$ cat src/logic/ils_consts.svh
/*
  Field positions, constants and reset values for the instruction-cache line sync unit.
  Assumes nothing; definitions only.
*/
`ifndef ILS_CONSTS_SVH
`define ILS_CONSTS_SVH
// ----------------------------------------------------------------
// Field positions and constants
// ----------------------------------------------------------------
`define ILS_OFFSET_W 16
`define ILS_OFFSET_SIGN 15
`define ILS_STEP_RESET 16'h0020
`define ILS_KSEG_TOP_BIT 63
`define ILS_WATCH_TRIGGERS 1'b0
`endif

$ cat src/logic/ils_pkg.sv
/*
  Types for the instruction-cache line sync unit.
  Assumes the consts header supplies the numeric constants.
*/
package ils_pkg;
  // ----------------------------------------------------------------
  // Exception codes reported to the pipeline
  // ----------------------------------------------------------------
  typedef enum logic [2:0] {
    ILS_EXC_NONE = 3'h0,
    ILS_EXC_RSVD_INSTR = 3'h1,
    ILS_EXC_TLB_REFILL = 3'h2,
    ILS_EXC_TLB_INVALID = 3'h3,
    ILS_EXC_ADDR_ERR = 3'h4,
    ILS_EXC_CACHE_ERR = 3'h5,
    ILS_EXC_BUS_ERR = 3'h6
  } ils_exc_t;

  // Exception report: code plus load-cause flag
  typedef struct packed {
    ils_exc_t code;
    logic load_cause;
  } ils_exc_rep_t;

  // One-hot sequencer states
  typedef enum logic [4:0] {
    ILS_IDLE = 5'h01,
    ILS_XLATE = 5'h02,
    ILS_WBACK = 5'h04,
    ILS_INVAL = 5'h08,
    ILS_DONE = 5'h10
  } ils_state_t;
endpackage

$ cat src/logic/ils_line_sync.sv
/*
  Instruction-cache line sync unit: effective address, translation check, data writeback and
  instruction-line invalidate for one line, with exception reporting.
  Assumes the pipeline holds a request until done, and the caches answer with one-cycle acks.
*/
`timescale 1ns/10ps
`include "ils_consts.svh"

// What this block does
// - Effective address is base register plus sign-extended 16-bit offset.
// - Only the single line holding that address is acted on, in every cache.
// - Second-release parts run it in every mode, no privilege check.
// - First-release parts raise reserved-instruction instead.
// - Translation faults are refill or invalid with load cause only.
// - Writeback cache or bus error raises cache error.
// - A bus transaction ending in error may raise bus error.
// - Faulting kernel addresses may raise address error with load cause.
// - Data watch triggering is a documented fixed choice.
// - Broadcast to coherent icaches only for coherent attribute.
// - All affected cache levels are treated alike.
// - With hardware-coherent icaches the operation is a no-op.
// - Locked lines are left untouched.
// - At least the own caches are synchronized.
// - Step size is readable; zero means no sync needed.
module ils_line_sync
  import ils_pkg::*;
#(
  parameter int ADDR_W = 64,
  parameter bit RELEASE2 = 1'b1,
  parameter bit HW_COHERENT_IC = 1'b0,
  parameter bit KSEG_CHECK = 1'b1,
  parameter logic [15:0] STEP_SIZE = `ILS_STEP_RESET
)
(
  // Clock and reset
  input wire logic ref_clk,
  input wire logic rst,
  // Request from pipeline
  input wire logic req_valid,
  input wire logic [ADDR_W-1:0] base_value,
  input wire logic [`ILS_OFFSET_W-1:0] offset_field,
  input wire logic user_mode,
  output logic req_ready,
  output logic done,
  output ils_exc_rep_t exc_rep_ff,
  output logic watch_hit,
  output logic [15:0] sync_step_size_register,
  // Translation
  output logic xlate_req,
  output logic [ADDR_W-1:0] vaddr_ff,
  input wire logic xlate_ack,
  input wire logic xlate_miss,
  input wire logic xlate_invalid,
  input wire logic xlate_coherent,
  // Cache hierarchy
  output logic wb_req,
  output logic inv_req,
  output logic broadcast_ff,
  input wire logic line_locked,
  input wire logic wb_ack,
  input wire logic wb_cache_err,
  input wire logic wb_bus_err,
  input wire logic inv_ack,
  input wire logic inv_bus_err
);
  // ----------------------------------------------------------------
  // State
  // ----------------------------------------------------------------
  ils_state_t state_ff;
  ils_state_t nxt_state;
  logic [ADDR_W-1:0] nxt_vaddr;
  logic kseg_fault;

  // Step size reported to software, constant per build
  assign sync_step_size_register = HW_COHERENT_IC ? 16'h0000 : STEP_SIZE;
  // Data watch never triggered by this operation
  assign watch_hit = `ILS_WATCH_TRIGGERS;

  // Effective address from base and sign-extended offset
  assign nxt_vaddr = base_value + {{(ADDR_W-`ILS_OFFSET_W){offset_field[`ILS_OFFSET_SIGN]}}, offset_field};
  // Kernel region access from user mode faults
  assign kseg_fault = KSEG_CHECK && user_mode && vaddr_ff[ADDR_W-1];

  // Handshakes
  assign req_ready = (state_ff == ILS_IDLE);
  assign done = (state_ff == ILS_DONE);
  assign xlate_req = (state_ff == ILS_XLATE);
  assign wb_req = (state_ff == ILS_WBACK);
  assign inv_req = (state_ff == ILS_INVAL);

  // ----------------------------------------------------------------
  // Sequencer
  // ----------------------------------------------------------------
  always_comb
  begin
    nxt_state = state_ff;
    case (state_ff)
      ILS_IDLE:
      begin
        if (req_valid)
        begin
          // No privilege check; first-release or coherent icaches end at once
          if (!RELEASE2 || HW_COHERENT_IC)
            nxt_state = ILS_DONE;
          else
            nxt_state = ILS_XLATE;
        end
      end
      ILS_XLATE:
      begin
        if (kseg_fault)
          nxt_state = ILS_DONE;
        else if (xlate_ack)
        begin
          if (xlate_miss || xlate_invalid || line_locked)
            nxt_state = ILS_DONE;
          else
            nxt_state = ILS_WBACK;
        end
      end
      ILS_WBACK:
      begin
        if (wb_ack)
          nxt_state = (wb_cache_err || wb_bus_err) ? ILS_DONE : ILS_INVAL;
      end
      ILS_INVAL:
      begin
        if (inv_ack)
          nxt_state = ILS_DONE;
      end
      ILS_DONE:
      begin
        nxt_state = ILS_IDLE;
      end
      default:
      begin
        nxt_state = ILS_IDLE;
      end
    endcase
  end

  // State register
  always_ff @(posedge ref_clk)
  begin
    if (rst)
      state_ff <= ILS_IDLE;
    else
      state_ff <= nxt_state;
  end

  // Address and broadcast capture
  always_ff @(posedge ref_clk)
  begin
    if (rst)
    begin
      vaddr_ff <= '0;
      broadcast_ff <= 1'b0;
    end
    else
    begin
      if (state_ff == ILS_IDLE && req_valid)
      begin
        vaddr_ff <= nxt_vaddr;
        broadcast_ff <= 1'b0;
      end
      else if (state_ff == ILS_XLATE && xlate_ack)
        broadcast_ff <= xlate_coherent;
    end
  end

  // Exception report, held until the next request
  always_ff @(posedge ref_clk)
  begin
    if (rst)
      exc_rep_ff <= '{code: ILS_EXC_NONE, load_cause: 1'b0};
    else if (state_ff == ILS_IDLE && req_valid)
    begin
      // First-release builds report the instruction as reserved
      if (!RELEASE2)
        exc_rep_ff <= '{code: ILS_EXC_RSVD_INSTR, load_cause: 1'b0};
      else
        exc_rep_ff <= '{code: ILS_EXC_NONE, load_cause: 1'b0};
    end
    else if (state_ff == ILS_XLATE && kseg_fault)
      exc_rep_ff <= '{code: ILS_EXC_ADDR_ERR, load_cause: 1'b1};
    else if (state_ff == ILS_XLATE && xlate_ack && xlate_miss)
      exc_rep_ff <= '{code: ILS_EXC_TLB_REFILL, load_cause: 1'b1};
    else if (state_ff == ILS_XLATE && xlate_ack && xlate_invalid)
      exc_rep_ff <= '{code: ILS_EXC_TLB_INVALID, load_cause: 1'b1};
    else if (state_ff == ILS_WBACK && wb_ack && (wb_cache_err || wb_bus_err))
      exc_rep_ff <= '{code: ILS_EXC_CACHE_ERR, load_cause: 1'b0};
    else if (state_ff == ILS_INVAL && inv_ack && inv_bus_err)
      exc_rep_ff <= '{code: ILS_EXC_BUS_ERR, load_cause: 1'b0};
  end

  // ----------------------------------------------------------------
  // Assertions
  // ----------------------------------------------------------------
  a_ea_capture: assert property (@(posedge ref_clk) disable iff (rst)
    (state_ff == ILS_IDLE && req_valid) |=> vaddr_ff == $past(nxt_vaddr))
    else $error("effective address not captured");
  a_wb_before_inv: assert property (@(posedge ref_clk) disable iff (rst)
    $rose(inv_req) |-> $past(wb_req))
    else $error("invalidate without writeback");
  a_rel1_rsvd: assert property (@(posedge ref_clk) disable iff (rst)
    (state_ff == ILS_IDLE && req_valid && !RELEASE2) |=> done && exc_rep_ff.code == ILS_EXC_RSVD_INSTR)
    else $error("reserved instruction missing");
  a_tlb_load: assert property (@(posedge ref_clk) disable iff (rst)
    (exc_rep_ff.code == ILS_EXC_TLB_REFILL || exc_rep_ff.code == ILS_EXC_TLB_INVALID) |-> exc_rep_ff.load_cause)
    else $error("translation fault without load cause");
  a_wb_err: assert property (@(posedge ref_clk) disable iff (rst)
    (wb_req && wb_ack && wb_cache_err) |=> done && exc_rep_ff.code == ILS_EXC_CACHE_ERR)
    else $error("cache error not raised");
  a_locked_skip: assert property (@(posedge ref_clk) disable iff (rst)
    (xlate_req && xlate_ack && line_locked && !kseg_fault) |=> !wb_req ##1 !inv_req)
    else $error("locked line touched");
  a_no_bcast: assert property (@(posedge ref_clk) disable iff (rst)
    (xlate_req && xlate_ack && !xlate_coherent) |=> !broadcast_ff)
    else $error("broadcast on non-coherent attribute");
  a_user_ok: assert property (@(posedge ref_clk) disable iff (rst)
    (req_ready && req_valid && user_mode && RELEASE2 && !HW_COHERENT_IC) |=> xlate_req)
    else $error("user-mode request not run");
  a_step_zero: assert property (@(posedge ref_clk) disable iff (rst)
    HW_COHERENT_IC |-> sync_step_size_register == 16'h0000)
    else $error("step size nonzero with coherent icaches");
endmodule // ils_line_sync

$ cat config.mk
export PLATFORM = sky130hd
export DESIGN_NAME = ils_line_sync
export DESIGN_NICKNAME = d
export VERILOG_FILES = /design/src/logic/ils_pkg.sv /design/src/logic/ils_line_sync.sv
export VERILOG_INCLUDE_DIRS = /design/src /design/src/logic
export SDC_FILE = /design/constraint.sdc
export NUM_CORES = 1
export LEC_CHECK = 0
export BUFFER_PORTS_ARGS = -buffer_cell sky130_fd_sc_hd__buf_2
export CORE_UTILIZATION = 35
export DETAILED_ROUTE_END_ITERATION = 7
export GPL_TIMING_DRIVEN = 0
export SYNTH_ARGS = -nofsm -noshare
export SYNTH_HDL_FRONTEND = slang
export SYNTH_SLANG_ARGS = --single-unit
$ cat constraint.sdc
create_clock -name ref_clk -period 7.8 [get_ports ref_clk]
set_input_delay 0.39 -clock ref_clk [delete_from_list [all_inputs] [get_ports ref_clk]]
set_output_delay 0.39 -clock ref_clk [all_outputs]
set_load 0.005 [all_outputs]
==> impl_metrics.tcl <==
set metrics [dict create \
    ys_ff_latch 74 \
    core_area_mm2 0.0187 \
    path_class "input pin to register" \
    cts_buffer_depth 2 \
    yosysWarnings 0 \
    dp_hpwl_um 17000 \
    antenna_left 0 \
    grtUsageMet2_pct 34.9 \
    layout.nets 1257 \
    whs_endpoint "exc_rep_ff[1]" \
    p_per_area_mw_per_mm2 188 \
    crit_buf_inv 1 \
    dp.cells 1322 \
    max_cap_violations 0 \
    slew_violations 0 \
    cp_slowest_cell "buf_2" \
    critical_path.max_stage_delay_ps 740 \
    drc 0 \
    syn_avg_cell_area_um2 7.37 \
    finalSetupViolCount 0 \
    place.port_buffers 166 \
    top_usage_layer "met2" \
    switchingPower_mw 0.565 \
    grt_usage_pct 21.6 \
    syn_area_mm2 0.00669 \
    final_util_pct 43.9 \
    synthToLayoutAreaGrowth_pct 22.8 \
    final_common_cell "buf_2" \
    rr_startpoint "state_ff[1]" \
    p_clk_share_pct 31.7 \
    fmax_mhz 269 \
    wl_per_cell_um 15.8 \
    min-delay-start "xlate_miss" \
    critPathMaxFanout 49 \
    cp_common_cell "o21ai_0" \
    gp_congestion 0.892 \
    cp-end-kind "register" \
    clkLatencyLatePin_ps 350 \
    preCtsSetupSlack_ps 3720 \
    root_buffer "clkbuf_16" \
    die_y_um 140 \
    diodes 0 \
    cts_tree "built" \
    clock_skew_ps 6.00 \
    antenna_found_initial 0 \
    power.internal_mw 0.980 \
    vias 7136 \
    min_path_cells 2 \
    r2r_cells 8 \
    r2r_slack_ps 4920 \
    grt_pass1_vias 6679 \
    fin_crit_sh_pct 47.6 \
    syn-instance-count 907 \
    p_comb_share_pct 38.3 \
    finalCriticalPeriod_ps 3710 \
    outcome "completed" \
    rsz0062_at_grt "no" \
    drt_pass1_iterations 5 \
    synthDistinctLibCells 80 \
    routed_wl_um 21200 \
    p_sw_share_pct 36.6 \
    hold_path_class "input pin to register" \
    worstSetupStartpointType "input pin" \
    synthFlopType "dfxtp_1" \
    tightestPinTransition_ps 1150 \
    most-common-layout-cells "buf_2 (177), nand2_1 (152), a21oi_1 (115), dfxtp_1 (74), nor2_1 (64)" \
    cts_buffers 9 \
    viasPerCell 5.33 \
    postSynth.asyncResetShare_pct 0 \
    finalHoldViolCount 0 \
    relSlewSlack_pct 22.8 \
    clock_sinks 74 \
    critPathArrivalTime_ps 3930 \
    r2r-end "vaddr_ff[63]" \
    stdcell_count 1338 \
    cts.htree.levels 3 \
    grt_pass1_wl_um 33600 \
    synth-seq-area-share_pct 22.2 \
    start_util_pct 35.7 \
    drt_iter0_drc 368 \
    met1_usage_pct 29.8 \
    crit_chain "buf_2 -> ha_1 -> a21oi_1 -> o21ai_0 -> a311oi_1 -> o21ai_0 -> nor3_1 -> a2bb2oi_1 -> a221o_1 -> xor2_1 -> o21ai_1" \
    clkSlewWorstSetupHoldPaths_ps 60 \
    synth-edff-count 0 \
    grt_max_degree 50 \
    layout-drive-gt1-share_pct 21.7 \
    use_met3_pct 2.60 \
    num_rows 50 \
    critical-path-top-delay-family "compound AO/OA/AOI/OAI gates" \
    holdBufCountCts 0 \
    p_leak_nw 3.69 \
    grt-ovfl-total 0 \
    cts_setup_buffers 0 \
    ir_drop_mv 0.106 \
    setup_ws_ps 4090 \
    setup_tns_ps 0 \
    power_frac_seq_pct 29.9 \
    ios 185 \
    die_w_um 140 \
    hold_ws_ps 254 \
    cts_resized 0 \
    dieArea_mm2 0.0197 \
    required_ps 8020 \
]
[per-layer routing]
metal | up-vias | part of all wire (%)
li1 | 3663 | -
met1 | 3235 | 49
met2 | 213 | 44
met3 | 25 | 5.5
met4 | 0 | 1.6
met5 | - | 0
[Yosys cell counts (all sizes together), types with 10 or more instances]
| master | count | share of area [%] |
|---|---|---|
| xor2 | 20 | 2.6 |
| o211ai | 12 | 1.4 |
| nor3 | 19 | 1.5 |
| a21oi | 117 | 9.0 |
| o21bai | 11 | 1.2 |
| buf | 32 | 3.1 |
| o21a | 11 | 1.3 |
| inv | 17 | 0.95 |
| nor2 | 65 | 3.7 |
| ha | 63 | 12 |
| clkbuf | 27 | 1.5 |
| a31oi | 10 | 1.2 |
| nand2 | 154 | 8.7 |
| nand3 | 19 | 1.4 |
| a21o | 27 | 3.1 |
| nand4 | 23 | 2.2 |
| o21ai | 68 | 5.3 |
| dfxtp | 74 | 22 |
| xnor2 | 30 | 3.9 |
[registers in the layout, indices dropped and copies added, names as in the netlist]
signal / count
broadcast_ff: 1
state_ff: 5
exc_rep_ff: 4
vaddr_ff: 64
[metrics by stage]
step                      total power [mW]  area [um2]
after floorplan                      0.858        6740
after global placement                1.06        7870
after detailed placement              1.06        7870
after CTS                             1.55        8210
after global routing                  1.64        8210
final                                 1.54        8210
[final cells by class]
class / instances / area, um2
Fill cell: 2035 / 10500
Multi-Input combinational cell: 772 / 4890
Sequential cell: 74 / 1480
Timing Repair Buffer: 166 / 831
Buffer: 59 / 307
Tap cell: 234 / 293
Clock buffer: 9 / 225
Clock inverter: 7 / 118
Inverter: 17 / 63.8
[logic make-up after synthesis]
| family | count (synthesis) | share of synthesized area (%) |
|---|---|---|
| buffers and inverters | 76 | 5.54 |
| AOI/OAI and AO/OA | 308 | 30.5 |
| other | 2 | 0.112 |
| and+or+nand+nor | 331 | 22.8 |
| muxes | 2 | 0.299 |
| xor gates and xnor gates | 50 | 6.55 |
| adders and majority gates | 64 | 12.1 |
| DFF | 74 | 22.2 |
[worst max path at each step]
stage,endpoint,startpoint,depth (start not counted)
final,vaddr_ff[62],offset_field[15],11
after global routing,vaddr_ff[62],offset_field[15],11
after CTS,vaddr_ff[62],offset_field[15],11
after detailed placement,vaddr_ff[62],offset_field[15],12
after global placement,vaddr_ff[62],offset_field[15],11
after floorplan,vaddr_ff[61],base_value[5],10
[power by group through the flow]
stage	sequential, mW	combinational (mW)	clock (mW)
4_1_cts	0.462	0.593	0.497
3_5_place_dp	0.470	0.589	0
6_report	0.462	0.592	0.491
3_3_place_gp	0.469	0.586	0
2_1_floorplan	0.469	0.389	0
5_1_grt	0.468	0.661	0.516
Note: power is estimated with default switching activity, not from simulation.
